`config.mk`:
```
export PLATFORM = sky130hd
export DESIGN_NAME = rois_relay_select
export DESIGN_NICKNAME = d
export VERILOG_FILES = /design/src/rois_relay_select.v
export VERILOG_INCLUDE_DIRS = /design/src
export SDC_FILE = /design/constraint.sdc
export NUM_CORES = 1
export LEC_CHECK = 0
export CAP_MARGIN = 20
export CELL_PAD_IN_SITES_DETAIL_PLACEMENT = 1
export CELL_PAD_IN_SITES_GLOBAL_PLACEMENT = 1
export CORE_ASPECT_RATIO = 0.7
export CORE_MARGIN = 5
export CORE_UTILIZATION = 40
export CTS_CLUSTER_SIZE = 40
export DETAILED_ROUTE_END_ITERATION = 8
export DONT_BUFFER_PORTS = 1
export GPL_TIMING_DRIVEN = 0
export HOLD_SLACK_MARGIN = 0.05
export PLACE_DENSITY = 0.72
export SLEW_MARGIN = 20
export SYNTH_ARGS = -nofsm -noshare
export SYNTH_HDL_FRONTEND = slang
export SYNTH_SLANG_ARGS = --single-unit
export TNS_END_PERCENT = 5
```
`constraint.sdc`:
```
create_clock -name clock_i -period 3.25 [get_ports clock_i]
set_input_delay 0.325 -clock clock_i [delete_from_list [all_inputs] [get_ports clock_i]]
set_output_delay 0.325 -clock clock_i [all_outputs]
set_load 0.01 [all_outputs]
```
`src/rois_map.vh`:
```
// rois_map.vh - register map, field positions, reset values and timing counts
// assumes: included by the relay output item selector design files
`ifndef ROIS_MAP_VH
`define ROIS_MAP_VH

`define ROIS_ADDR_TRIP_MODE   8'h00
`define ROIS_ADDR_RLY1_ITEM   8'h04
`define ROIS_ADDR_RLY2_ITEM   8'h08
`define ROIS_ADDR_ON_DELAY    8'h0C
`define ROIS_ADDR_OFF_DELAY   8'h10
`define ROIS_ADDR_ZSPD_FREQ   8'h14
`define ROIS_ADDR_ZSPD_BAND   8'h18
`define ROIS_ADDR_TIMER_DLY   8'h1C
`define ROIS_ADDR_ANA_ON      8'h20
`define ROIS_ADDR_ANA_OFF     8'h24
`define ROIS_ADDR_STATUS      8'h28

`define ROIS_ITEM_RUN         6'h0E
`define ROIS_ITEM_ZSPD        6'h17
`define ROIS_ITEM_TIMER       6'h1C
`define ROIS_ITEM_TRIP        6'h1D
`define ROIS_ITEM_ANALOG      6'h22
`define ROIS_ITEM_BRAKE       6'h23
`define ROIS_ITEM_FIRE        6'h26
`define ROIS_ITEM_ENERGY_BUF  6'h28
`define ROIS_ITEM_MINOR       6'h2A

`define ROIS_RST_RLY1_ITEM    6'h1D
`define ROIS_RST_RLY2_ITEM    6'h0E
`define ROIS_RST_TRIP_MODE    3'h0

`define ROIS_BIT_LV           0
`define ROIS_BIT_OTHER        2
`define ROIS_BIT_RESTART      3

`define ROIS_TICK_NS          10000000
`define ROIS_CLK_NS           10
`define ROIS_TICK_CYCLES      (`ROIS_TICK_NS / `ROIS_CLK_NS)
`define ROIS_DELAY_MAX        16'h2710

`endif

```
`src/rois_relay_select.v`:
```
// rois_relay_select.v - output item selection for two multi-function relays
// assumes: status inputs synchronous to clock_i, one AHB-Lite master
`timescale 1ns/1ns
`include "rois_map.vh"

module rois_relay_select #(
    parameter TICK_CYCLES = `ROIS_TICK_CYCLES,
    parameter FREQ_W      = 16,
    parameter ANA_W       = 12
) (
    input  wire              clock_i,
    input  wire              rst_n_i,
    input  wire              hsel_i,
    input  wire [31:0]       haddr_i,
    input  wire [1:0]        htrans_i,
    input  wire              hwrite_i,
    input  wire [2:0]        hsize_i,
    input  wire [31:0]       hwdata_i,
    input  wire              hready_i,
    output reg  [31:0]       hrdata_o,
    output reg               hreadyout_o,
    output reg               hresp_o,
    input  wire [FREQ_W-1:0] out_freq_i,
    input  wire              timer_in_i,
    input  wire              trip_lv_i,
    input  wire              trip_other_i,
    input  wire              restart_fail_i,
    input  wire [ANA_W-1:0]  analog_i,
    input  wire              brake_release_i,
    input  wire              fire_mode_i,
    input  wire              energy_buffering_i,
    input  wire              warning_i,
    input  wire              run_cmd_i,
    input  wire              volt_out_i,
    input  wire              dc_brake_i,
    output reg               relay_one_o,
    output reg               relay_two_o
);

// ----------------------------------------------------------------
// registers
// ----------------------------------------------------------------
reg [2:0]        trip_out_mode_field_reg;
reg [5:0]        relay_one_item_reg;
reg [5:0]        relay_two_item_reg;
reg [15:0]       trip_out_on_delay_reg;
reg [15:0]       trip_out_off_delay_reg;
reg [FREQ_W-1:0] zspd_freq_reg;
reg [FREQ_W-1:0] zspd_band_reg;
reg [15:0]       timer_dly_reg;
reg [ANA_W-1:0]  ana_on_reg;
reg [ANA_W-1:0]  ana_off_reg;
reg              wr_pend_reg;
reg [7:0]        wr_addr_reg;
reg [31:0]       tick_cnt_reg;
reg              tick_reg;
reg [15:0]       trip_cnt_reg;
reg              trip_out_reg;
reg [15:0]       tmr_cnt_reg;
reg              tmr_out_reg;
reg              ana_out_reg;
reg [31:0]       tick_cnt_next;
reg              tick_next;
reg [15:0]       trip_cnt_next;
reg              trip_out_next;
reg [15:0]       tmr_cnt_next;
reg              tmr_out_next;
reg              ana_out_next;
reg              relay_one_next;
reg              relay_two_next;

wire [7:0]  bus_addr = haddr_i[7:0];
wire        bus_req  = hsel_i & hready_i & htrans_i[1];

function [15:0] clip_delay;
    input [31:0] value;
    begin
        if (value[15:0] > `ROIS_DELAY_MAX || value[31:16] != 16'h0000) begin
            clip_delay = `ROIS_DELAY_MAX;
        end else begin
            clip_delay = value[15:0];
        end
    end
endfunction

// ----------------------------------------------------------------
// ahb-lite slave, zero wait states, always okay
// ----------------------------------------------------------------
always @(posedge clock_i) begin
    if (!rst_n_i) begin
        wr_pend_reg             <= 1'b0;
        wr_addr_reg             <= 8'h00;
        hrdata_o                <= 32'h00000000;
        hreadyout_o             <= 1'b1;
        hresp_o                 <= 1'b0;
        trip_out_mode_field_reg <= `ROIS_RST_TRIP_MODE;
        relay_one_item_reg      <= `ROIS_RST_RLY1_ITEM;
        relay_two_item_reg      <= `ROIS_RST_RLY2_ITEM;
        trip_out_on_delay_reg   <= 16'h0000;
        trip_out_off_delay_reg  <= 16'h0000;
        zspd_freq_reg           <= {FREQ_W{1'b0}};
        zspd_band_reg           <= {FREQ_W{1'b0}};
        timer_dly_reg           <= 16'h0000;
        ana_on_reg              <= {ANA_W{1'b0}};
        ana_off_reg             <= {ANA_W{1'b0}};
    end else begin
        hreadyout_o <= 1'b1;
        hresp_o     <= 1'b0;
        wr_pend_reg <= bus_req & hwrite_i;
        if (bus_req) begin
            wr_addr_reg <= bus_addr;
        end
        if (bus_req && !hwrite_i) begin
            case (bus_addr)
                `ROIS_ADDR_TRIP_MODE: hrdata_o <= {29'h0, trip_out_mode_field_reg};
                `ROIS_ADDR_RLY1_ITEM: hrdata_o <= {26'h0, relay_one_item_reg};
                `ROIS_ADDR_RLY2_ITEM: hrdata_o <= {26'h0, relay_two_item_reg};
                `ROIS_ADDR_ON_DELAY:  hrdata_o <= {16'h0, trip_out_on_delay_reg};
                `ROIS_ADDR_OFF_DELAY: hrdata_o <= {16'h0, trip_out_off_delay_reg};
                `ROIS_ADDR_ZSPD_FREQ: hrdata_o <= {{(32-FREQ_W){1'b0}}, zspd_freq_reg};
                `ROIS_ADDR_ZSPD_BAND: hrdata_o <= {{(32-FREQ_W){1'b0}}, zspd_band_reg};
                `ROIS_ADDR_TIMER_DLY: hrdata_o <= {16'h0, timer_dly_reg};
                `ROIS_ADDR_ANA_ON:    hrdata_o <= {{(32-ANA_W){1'b0}}, ana_on_reg};
                `ROIS_ADDR_ANA_OFF:   hrdata_o <= {{(32-ANA_W){1'b0}}, ana_off_reg};
                `ROIS_ADDR_STATUS:    hrdata_o <= {26'h0, trip_out_reg, tmr_out_reg,
                                                   ana_out_reg, trip_out_reg,
                                                   relay_two_o, relay_one_o};
                default:              hrdata_o <= 32'h00000000;
            endcase
        end
        if (wr_pend_reg) begin
            case (wr_addr_reg)
                `ROIS_ADDR_TRIP_MODE: trip_out_mode_field_reg <= {hwdata_i[`ROIS_BIT_RESTART],
                                                                  hwdata_i[`ROIS_BIT_OTHER],
                                                                  hwdata_i[`ROIS_BIT_LV]};
                `ROIS_ADDR_RLY1_ITEM: relay_one_item_reg      <= hwdata_i[5:0];
                `ROIS_ADDR_RLY2_ITEM: relay_two_item_reg      <= hwdata_i[5:0];
                `ROIS_ADDR_ON_DELAY:  trip_out_on_delay_reg   <= clip_delay(hwdata_i);
                `ROIS_ADDR_OFF_DELAY: trip_out_off_delay_reg  <= clip_delay(hwdata_i);
                `ROIS_ADDR_ZSPD_FREQ: zspd_freq_reg           <= hwdata_i[FREQ_W-1:0];
                `ROIS_ADDR_ZSPD_BAND: zspd_band_reg           <= hwdata_i[FREQ_W-1:0];
                `ROIS_ADDR_TIMER_DLY: timer_dly_reg           <= hwdata_i[15:0];
                `ROIS_ADDR_ANA_ON:    ana_on_reg              <= hwdata_i[ANA_W-1:0];
                `ROIS_ADDR_ANA_OFF:   ana_off_reg             <= hwdata_i[ANA_W-1:0];
                default:              ;
            endcase
        end
    end
end

// ----------------------------------------------------------------
// 10 ms tick
// ----------------------------------------------------------------
// free-running time base shared by every delay counter
always @* begin
    if (tick_cnt_reg >= TICK_CYCLES - 1) begin
        tick_cnt_next = 32'h00000000;
        tick_next     = 1'b1;
    end else begin
        tick_cnt_next = tick_cnt_reg + 32'h00000001;
        tick_next     = 1'b0;
    end
end

always @(posedge clock_i) begin
    if (!rst_n_i) begin
        tick_cnt_reg <= 32'h00000000;
        tick_reg     <= 1'b0;
    end else begin
        tick_cnt_reg <= tick_cnt_next;
        tick_reg     <= tick_next;
    end
end

// ----------------------------------------------------------------
// trip output with on and off delay
// ----------------------------------------------------------------
wire trip_cond = (trip_out_mode_field_reg[0] & trip_lv_i) |
                 (trip_out_mode_field_reg[1] & trip_other_i) |
                 (trip_out_mode_field_reg[2] & restart_fail_i);

wire [15:0] trip_target = trip_cond ? trip_out_on_delay_reg : trip_out_off_delay_reg;

// the count restarts whenever the condition matches the output again,
// so a short glitch never adds up toward a change
always @* begin
    trip_cnt_next = trip_cnt_reg;
    trip_out_next = trip_out_reg;
    if (trip_cond == trip_out_reg) begin
        trip_cnt_next = 16'h0000;
    end else if (trip_cnt_reg >= trip_target) begin
        trip_cnt_next = 16'h0000;
        trip_out_next = trip_cond;
    end else if (tick_reg) begin
        trip_cnt_next = trip_cnt_reg + 16'h0001;
    end
end

always @(posedge clock_i) begin
    if (!rst_n_i) begin
        trip_cnt_reg <= 16'h0000;
        trip_out_reg <= 1'b0;
    end else begin
        trip_cnt_reg <= trip_cnt_next;
        trip_out_reg <= trip_out_next;
    end
end

// ----------------------------------------------------------------
// timer item and analog hysteresis
// ----------------------------------------------------------------
// the timer output drops at once when its trigger falls
always @* begin
    tmr_cnt_next = tmr_cnt_reg;
    tmr_out_next = tmr_out_reg;
    ana_out_next = ana_out_reg;
    if (!timer_in_i) begin
        tmr_cnt_next = 16'h0000;
        tmr_out_next = 1'b0;
    end else if (tmr_cnt_reg >= timer_dly_reg) begin
        tmr_out_next = 1'b1;
    end else if (tick_reg) begin
        tmr_cnt_next = tmr_cnt_reg + 16'h0001;
    end
    // the on level wins when both levels are met
    if (analog_i >= ana_on_reg) begin
        ana_out_next = 1'b1;
    end else if (analog_i <= ana_off_reg) begin
        ana_out_next = 1'b0;
    end
end

always @(posedge clock_i) begin
    if (!rst_n_i) begin
        tmr_cnt_reg <= 16'h0000;
        tmr_out_reg <= 1'b0;
        ana_out_reg <= 1'b0;
    end else begin
        tmr_cnt_reg <= tmr_cnt_next;
        tmr_out_reg <= tmr_out_next;
        ana_out_reg <= ana_out_next;
    end
end

// ----------------------------------------------------------------
// item selection
// ----------------------------------------------------------------
wire [FREQ_W:0] zspd_limit = {1'b0, zspd_freq_reg} + {1'b0, zspd_band_reg};
wire            zspd_cond  = {1'b0, out_freq_i} < zspd_limit;

// one flag per listed item, passed in so the selector reads nothing else
wire [8:0]      item_flags = {warning_i,
                              energy_buffering_i,
                              fire_mode_i,
                              brake_release_i,
                              ana_out_reg,
                              trip_out_reg,
                              tmr_out_reg,
                              zspd_cond,
                              run_cmd_i & volt_out_i & ~dc_brake_i};

function item_cond;
    input [5:0] item;
    input [8:0] flags;
    begin
        case (item)
            `ROIS_ITEM_RUN:        item_cond = flags[0];
            `ROIS_ITEM_ZSPD:       item_cond = flags[1];
            `ROIS_ITEM_TIMER:      item_cond = flags[2];
            `ROIS_ITEM_TRIP:       item_cond = flags[3];
            `ROIS_ITEM_ANALOG:     item_cond = flags[4];
            `ROIS_ITEM_BRAKE:      item_cond = flags[5];
            `ROIS_ITEM_FIRE:       item_cond = flags[6];
            `ROIS_ITEM_ENERGY_BUF: item_cond = flags[7];
            `ROIS_ITEM_MINOR:      item_cond = flags[8];
            default:               item_cond = 1'b0;
        endcase
    end
endfunction

always @* begin
    relay_one_next = item_cond(relay_one_item_reg, item_flags);
    relay_two_next = item_cond(relay_two_item_reg, item_flags);
end

always @(posedge clock_i) begin
    if (!rst_n_i) begin
        relay_one_o <= 1'b0;
        relay_two_o <= 1'b0;
    end else begin
        relay_one_o <= relay_one_next;
        relay_two_o <= relay_two_next;
    end
end

endmodule

```
# After elaboration in Yosys (flattened, before gate mapping)
# Index checks and enable logic that the tools add are counted.
[word_totals]
ff_bits = 230
latch_bits = 0
ram_bits = 0
rom_bits = 0
n_memories = 0
[classes]
n_addsub = 4
mul = 0
div = 0
order_cmp = 7
n_eq_ne = 38
n_shift = 0
muxes = 8
bitwise_logic = 14
n_reduce_logical = 22
[op_table]
columns = ["op", "n"]
rows = [
  ["$pmux 16 s11", 1],
  ["$eq 8x5->1 const B", 8],
  ["$eq 6x6->1 const B", 10],
  ["$eq 8x6->1 const B", 5],
  ["$eq 6x5->1 const B", 6],
  ["$add 16x1->16 const B", 2],
  ["$add 32x1->32 const B", 1],
  ["$eq 8x4->1 const B", 4],
  ["$ge 16x16->1", 2],
  ["$ge 32x20->1 const B", 1],
  ["$mux 16", 2],
  ["$reduce_and 2->1", 13],
  ["$pmux 1 s9", 2],
  ["$add 16x16->17", 1],
  ["$lt 16x17->1", 1],
  ["$eq 8x3->1 const B", 2],
  ["$gt 16x14->1 const B", 1],
  ["$logic_not 8->1", 2],
  ["$reduce_bool 16->1", 1],
  ["$eq 6x4->1 const B", 2],
  ["$ge 12x12->1", 1],
  ["$le 12x12->1", 1],
  ["$and 1x1->1", 8],
  ["$not 1->1", 4],
  ["9 further kinds", 12],
]

# Logic depth before layout (Yosys ltp)
# Gate-level depths: netlist of run 1.
[logic_depth]
depth_word = 6
depth_mapped = 17

# Least setup slack after synthesis of run 1
# Ideal clock, no wire load.
[synth_timing]
path_type = "register -> register"
start = "register zspd_freq_reg[0]"
end = "register relay_one_o"
arrival_ns = 3.469
required_time_ns = 3.189
slack_ns = -0.280
path_stages_with_launch = 17
n_path_buf = 0
path_cell_list = "dfxtp_1 ha_1 fa_1 a21o_1 a21oi_1 o21ai_0 and2_1 a31oi_1 o21ai_0 xnor2_1 ha_1 a2111o_1 a21oi_1 a2111oi_0 and4_1 o221ai_1 and4_1"
[synth_via]
elab_chain_len = 3
[synth_rtl]
columns = ["element", "line", "source"]
rows = [
  ["from (decl)", "rois_relay_select.v:48", "reg [FREQ_W-1:0] zspd_freq_reg;"],
  ["from (signal assigned)", "rois_relay_select.v:101", "zspd_freq_reg <= {FREQ_W{1'b0}};"],
  ["from (signal assigned)", "rois_relay_select.v:140", "`ROIS_ADDR_ZSPD_FREQ: zspd_freq_reg <= hwdata_i[FREQ_W-1:0];"],
  ["$add 16x16->17", "rois_relay_select.v:248", "wire [FREQ_W:0] zspd_limit = {1'b0, zspd_freq_reg} + {1'b0, zspd_band_reg};"],
  ["$lt 16x17->1", "rois_relay_select.v:249", "wire zspd_cond = {1'b0, out_freq_i} < zspd_limit;"],
  ["$pmux 1 s9", "rois_relay_select.v:266", "case (item)"],
  ["to (signal assigned)", "rois_relay_select.v:291", "relay_one_o <= relay_one_next;"],
  ["to (decl)", "rois_relay_select.v:36", "output reg relay_one_o,"],
]
# No other way between the ends.
# A chain may end at the register's enable or synchronous reset.

# Worst setup path in the final report of run 1
[layout_timing]
start = "register zspd_freq_reg[0]"
end = "register relay_two_o"
[layout_via]
elab_chain_len = 3
[layout_rtl]
columns = ["element", "line", "source"]
rows = [
  ["$add 16x16->17", "rois_relay_select.v:248", ""],
  ["$lt 16x17->1", "rois_relay_select.v:249", ""],
  ["$pmux 1 s9", "rois_relay_select.v:266", ""],
  ["to (signal assigned)", "rois_relay_select.v:292", "relay_two_o <= relay_two_next;"],
  ["to (decl)", "rois_relay_select.v:37", "output reg relay_two_o"],
]
# No other way between the ends.

==> results of run 1 <==
==> cell type report <==
type,count,share of cell area [%]
antenna,1,0.0181
buffer,91,3.34
clock buffer,29,4.85
clock inverter,15,0.979
inverter,54,1.47
multi-input combinational,1058,53.5
sequential,214,31.1
tap,385,3.49
timing repair buffer,19,1.25
==> worst max-delay path: cells and delay by family, from the launching register on <==
kind / cells / cell delay, ns
compound gates: 6 / 1.44
fa+ha+maj: 3 / 0.86
simple gates: 4 / 0.73
flops: 1 / 0.36
buf+inv: 1 / 0.15
xor+xnor: 1 / 0.08
==> metrics by stage <==
| step | hold WS (ns) | power, uW |
|---|---|---|
| final | 0.0742 | 5780 |
| after floorplan | 0.431 | 2920 |
| after global placement | 0.441 | 3020 |
| after detailed placement | 0.453 | 3030 |
| after CTS | 0.0551 | 5810 |
| after global routing | 0.0628 | 5950 |
==> cell families (layout without fill, tap and decap cells) <==
family / count (synthesis) / in the layout
xor gates and xnor gates: 48 / 48
other: 2 / 31
AOI/OAI and AO/OA: 300 / 300
and+or+nand+nor: 471 / 471
adders and majority gates: 91 / 91
buffers and inverters: 145 / 208
DFF: 214 / 214
muxes: 118 / 118
==> cell usage in the layout, fill, tap and decap left out, drive strengths merged, types with 3 or more instances in the layout <==
master and count:
dlygate4sd3 12, nor2b 12, xor2 27, or4 7, buf 49, a22oi 9, conb 30, clkinv 12
a21o 27, a211oi 9, nand2b 15, a221oi 5, o21ai 54, nor4 13, a21oi 96, nor2 170
o22ai 9, o31ai 8, clkbuf 78, o211ai 10, mux2i 103, nand3 64, ha 90, inv 54
and2 17, o21a 8, a22o 21, or3 8, a32oi 6, mux4 4, nor3 15, mux2 11
and3 15, nand3b 3, dfxtp 214, and4 4, xnor2 21, nand4 19, nand2 102, a31oi 8
==> worst max-delay path by stage <==
stage	to	depth (start not counted)	start	slack, ns
final	relay_two_o	15	zspd_freq_reg[0]	-0.47
after global routing	relay_one_o	15	zspd_freq_reg[0]	-0.59
after CTS	relay_one_o	16	zspd_freq_reg[0]	-0.44
after detailed placement	relay_two_o	16	zspd_freq_reg[0]	-1.23
after global placement	relay_two_o	16	zspd_freq_reg[0]	-1.12
after floorplan	relay_one_o	16	zspd_freq_reg[0]	-0.04
==> timing repair <==
item                                    4_1_cts  5_1_grt
pin swaps                                    11        6
resized for setup                            35        8
hold endpoints to repair                     35        0
setup buffers                                 5        2
endpoints found under the setup margin       19       18
hold buffers                                 12        0
==> where the power goes <==
part	internal, uW	switching (uW)	leakage (uW)
clock network	1560	1210	0.000399
logic	112	238	0.00349
registers	2640	18.1	0.00173
total	4310	1470	0.00563
==> per-layer routing <==
metal,GRT usage (%),wire [um],up-vias
met4,5.92,1060,0
met5,0,0,-
met2,37.6,18300,356
met3,7.99,4280,72
met1,36.6,20300,5384
li1,-,-,5068
==> impl_metrics.tcl, run 1 <==
set metrics [dict create \
    synthSimpleGateAreaFrac_pct 19.2 \
    crit_chain "ha_4 > fa_2 > a21o_1 > a21oi_2 > o21ai_2 > and2_4 > a31oi_4 > buf_4 > xnor2_1 > ha_1 > nand4_1 > a2111oi_4 > and4_4 > nor3_1 > o311a_1" \
    synth_edf_count 0 \
    max-vdd-ir-drop_mv 0.352 \
    synth_compound_area_share_pct 16.4 \
    drtIter0Drc 946 \
    ys_top_cells_by_count "dfxtp_1 (214), nor2_1 (168), mux2i_1 (103)" \
    clkSlewWorstSetupHoldPaths_ns 0.06 \
    r2r_slack_ns -0.47 \
    drive_gt1_share_pct 10.3 \
    first_pass_iters 5 \
    synthesis.area_um2 12000 \
    yosys-mux-area-fraction_pct 10.3 \
    grt.overflow.total 0 \
    ys_async_sr_fraction_pct 0 \
    largest_reg_flops 32 \
    min_period_ns 3.72 \
    finalHoldViolCount 0 \
    dpl_cell_area_um2 12600 \
    nets 1666 \
    vias_per_cell 5.83 \
    synth_area_leaders "dfxtp_1 (36%), ha_1 (9.4%), mux2i_1 (8.6%)" \
    timing.setup.tns_ns -0.935 \
    crit_fanout 3 \
    worstReg2RegStart "zspd_freq_reg[0]" \
    fin_cells 1866 \
    syn_area_per_cell_um2 8.67 \
    cp-start-kind "flip-flop" \
    cp_slowest_cell "a2111oi_4" \
    cts_made_buffers 24 \
    setup.worst_path.class "flip-flop to flip-flop" \
    start_util_pct 40.3 \
    finalCoreUtilization_pct 46.2 \
    ys_ff_latch 214 \
    core_area_um2 29800 \
    min_from "timer_in_i" \
    yosys.area.top_type_share_pct 35.6 \
    synth_cells 1389 \
    clock_latency_ns 0.55 \
    post_drt_wl_per_cell_um 23.6 \
    cap_viol_max_count 0 \
    cts_htree_levels 1 \
    crit_path_end_kind "flip-flop" \
    drv_slew 0 \
    cts_tree "yes" \
    skew_ns 0.0320 \
    violations "setup timing" \
    ff_latch_area_um2 4300 \
    die_x_um 217 \
    port_buffers 0 \
    nFillCells 3533 \
    holdPathStages 2 \
    whs_endpoint "tmr_cnt_reg[2]" \
    hpwl_um 33500 \
    rsz0062_at_grt "yes" \
    drc 0 \
    vias 10900 \
    timing.slew.headroom_pct 30.9 \
    yosysMostFrequentCell "dfxtp_1" \
    syn_to_final_growth_pct 14.6 \
    run_status "finished with violations" \
    crit_arrival_ns 4.16 \
    gp_congestion 0.948 \
    hold_class "primary input to flip-flop" \
    fp.dieH_um 155 \
    io_pins 149 \
    worst_pin_slew_ns 1.04 \
    synth-xor-area-share_pct 3.49 \
    netlist.top_cell.by_area "dfxtp_1" \
    wirelength_um 44000 \
    setup_ws_ns -0.471 \
    antenna_left 0 \
    ys.flop_type "dfxtp_1" \
    synth_seq_area_share_pct 35.6 \
    cts_buffer_depth 3 \
    leakage_uw 0.00563 \
    antenna_found_initial 3 \
    reg2reg_depth 15 \
    fin_crit_sh_pct 114 \
    grt_start_max_net_pins 15 \
    root_buffer "clkbuf_16" \
    grt_pass1_vias 10900 \
    synth_warnings 0 \
    pre_cts_ws_ns -1.23 \
    max_freq_ghz 0.269 \
    clock-sinks 214 \
    synth_top_family_by_area "simple AND/OR/NAND/NOR gates" \
    grt_pass1_wl_um 66600 \
    final_area_um2 13800 \
    setup_viol 2 \
    placementRows 53 \
    powerDensity_nw_per_um2 419 \
    max_stage_delay_ns 0.48 \
    r2r-end "relay_two_o" \
    synth_cell_types 84 \
    multi_input_area_um2 7380 \
    grt_usage_pct 25.5 \
    cp.required_ns 3.69 \
    dpl.cell_count 1802 \
    yosys.area_share.adder_pct 9.52 \
    dieArea_um2 33700 \
]
No activity file was read; power rests on OpenSTA's default activity.
==> inputs of run 2 (changes only) <==
--- a/config.mk
+++ b/config.mk
@@ -9,7 +9,6 @@
 export CAP_MARGIN = 20
 export CELL_PAD_IN_SITES_DETAIL_PLACEMENT = 1
 export CELL_PAD_IN_SITES_GLOBAL_PLACEMENT = 1
-export CORE_ASPECT_RATIO = 0.7
 export CORE_MARGIN = 5
 export CORE_UTILIZATION = 40
 export CTS_CLUSTER_SIZE = 40
==> run 2 against run 1 <==
- the flow still finishes with violations (setup timing)
- first-iteration DRC count is 17% lower
- global-route usage fell by 1.3 points
- worst setup slack improved by 0.13 ns
- via count down 0.34%
- final cell count grew 0.16%
- cell area rose by 0.70%
- die area down 0.16%
- non-clock buffer count is the same
- register-to-register slack better by 0.13 ns
- wire length fell by 4.7%
- total power rose by 2.6%
==> impl_metrics.tcl, run 2 (same netlist as run 1, synthesis figures left out) <==
set metrics [dict create \
    antenna_found_initial 1 \
    max_stage_delay_ns 0.40 \
    cts_made_buffers 24 \
    powerDensity_nw_per_um2 427 \
    clock-sinks 214 \
    cp-start-kind "flip-flop" \
    cts_htree_levels 1 \
    antenna_cells 0 \
    whs_ns 0.0819 \
    io_pins 149 \
    grt_start_max_net_pins 14 \
    violations "setup timing" \
    rsz0062_at_grt "yes" \
    cpLargestDelayFamily "compound AO/OA/AOI/OAI gates" \
    worst-path-stages 16 \
    combPwrFrac_pct 6.0 \
    setup_viol 17 \
    setup.worst_path.class "flip-flop to flip-flop" \
    timing.slew.headroom_pct 28.4 \
    cp.required_ns 3.71 \
    crit_arrival_ns 4.05 \
    final_common_cell "dfxtp_1" \
    crit_fanout 3 \
    min_period_ns 3.59 \
    cts_buffer_depth 3 \
    drv_slew 0 \
    crit_path_end_kind "flip-flop" \
    clock_latency_ns 0.53 \
    post_drt_wl_per_cell_um 22.4 \
    p_clk_share_pct 49.2 \
    internal_power_uw 4530 \
    nets 1666 \
    reg2reg_depth 16 \
    grt_pass1_wl_um 64500 \
    seq_power_share_pct 44.8 \
    max-vdd-ir-drop_mv 0.325 \
    max_freq_ghz 0.279 \
    die_x_um 183 \
    worst_pin_slew_ns 1.07 \
    antenna_left 0 \
    power_uw 5930 \
    crit_buf_inv 0 \
    vias 10800 \
    switching_share_pct 23.6 \
    grt_usage_pct 24.2 \
    fin_crit_sh_pct 110 \
    holdPathStages 2 \
    hold_class "primary input to flip-flop" \
    gp_congestion 0.963 \
    drc 0 \
    finalCoreUtilization_pct 46.9 \
    dieArea_um2 33700 \
    grt_pass1_vias 11300 \
    vias_per_cell 5.80 \
    cap_viol_max_count 0 \
    setup_ws_ns -0.337 \
    cts_tree "yes" \
    grt.overflow.total 0 \
    start_util_pct 40.6 \
    wirelength_um 41900 \
    port_buffers 0 \
    largest_reg_flops 32 \
    nFillCells 3494 \
    skew_ns 0.0189 \
    syn_to_final_growth_pct 15.4 \
    root_buffer "clkbuf_16" \
    drtIter0Drc 786 \
    leakage_uw 0.00564 \
    placementRows 63 \
    cpMostUsedCell "o21ai_2" \
    timing.setup.tns_ns -0.833 \
    hpwl_um 31700 \
    final_cell_mix "dfxtp_1 (210), nor2_1 (167), mux2i_1 (101)" \
    clkSlewWorstSetupHoldPaths_ns 0.07 \
    switchingPower_uw 1400 \
    cp_slowest_cell "a2111o_1" \
    crit_chain "ha_4 > fa_2 > a21o_1 > a21oi_2 > o21ai_2 > and2_4 > a31oi_4 > o21ai_2 > xnor2_1 > ha_1 > a2111o_1 > a21oi_4 > o211ai_1 > and4_4 > o221ai_2 > and4_1" \
    first_pass_iters 5 \
    fp.dieH_um 183 \
    finalHoldViolCount 0 \
    run_status "finished with violations" \
    drive_gt1_share_pct 10.2 \
    core_area_um2 29600 \
]
-- run 2: cell count changes in the layout (fill, tap and decap cells not counted), moves of 3 or more --
cell and change:
clkbuf_1 +3, clkinv_2 -4, dfxtp_1 +3, dfxtp_2 -3
-- run 2: what timing repair did --
action	in CTS	in global routing
hold buffers	14	0
endpoints found under the hold margin	34	0
cloned	0	0
endpoints found under the setup margin	19	19
setup buffers	4	1
gates resized for setup	34	17
pin swaps	10	6
-- run 2: metal layers --
layer / GRT usage [%] / up-vias / wire length, um
li1: - / 5068 / -
met1: 31.9 / 5331 / 18300
met2: 39.9 / 363 / 19400
met3: 5.48 / 79 / 2930
met4: 7.00 / 2 / 1310
met5: 0 / - / 16
-- run 2: layout make-up --
class / instances / area, um^2 / area share [%]
Multi-Input combinational cell: 1058 / 7420 / 53.4
Sequential cell: 214 / 4290 / 30.9
Clock buffer: 34 / 719 / 5.18
Tap cell: 390 / 488 / 3.51
Buffer: 91 / 469 / 3.38
Inverter: 54 / 203 / 1.46
Timing Repair Buffer: 19 / 178 / 1.28
Clock inverter: 9 / 125 / 0.900
-- run 2: stage by stage --
stage               area (um^2)  instances  setup WS, ns
detailed placement        12600       1807        -0.864
floorplan                 12200       1417       -0.0403
CTS                       13800       1868        -0.394
global placement          12600       1807        -0.838
finish                    13900       1869        -0.337
global route              13900       1869        -0.451
-- run 2: power by group through the flow --
stage	Sequential (uW)	Combinational [uW]	Clock [uW]
2_1_floorplan	2710	209	0
3_3_place_gp	2720	310	0
3_5_place_dp	2720	316	0
4_1_cts	2660	346	2960
5_1_grt	2660	380	3060
6_report	2660	354	2920
-- run 2: final timing paths --
kind	from	to	slack (ns)
setup / recovery	zspd_band_reg[0]	relay_one_o	-0.34
hold / removal	hwdata_i[8]	trip_out_on_delay_reg[8]	0.08
setup reg to reg	zspd_band_reg[0]	relay_one_o	-0.34
hold reg to reg	wr_addr_reg[6]	wr_addr_reg[6]	0.47
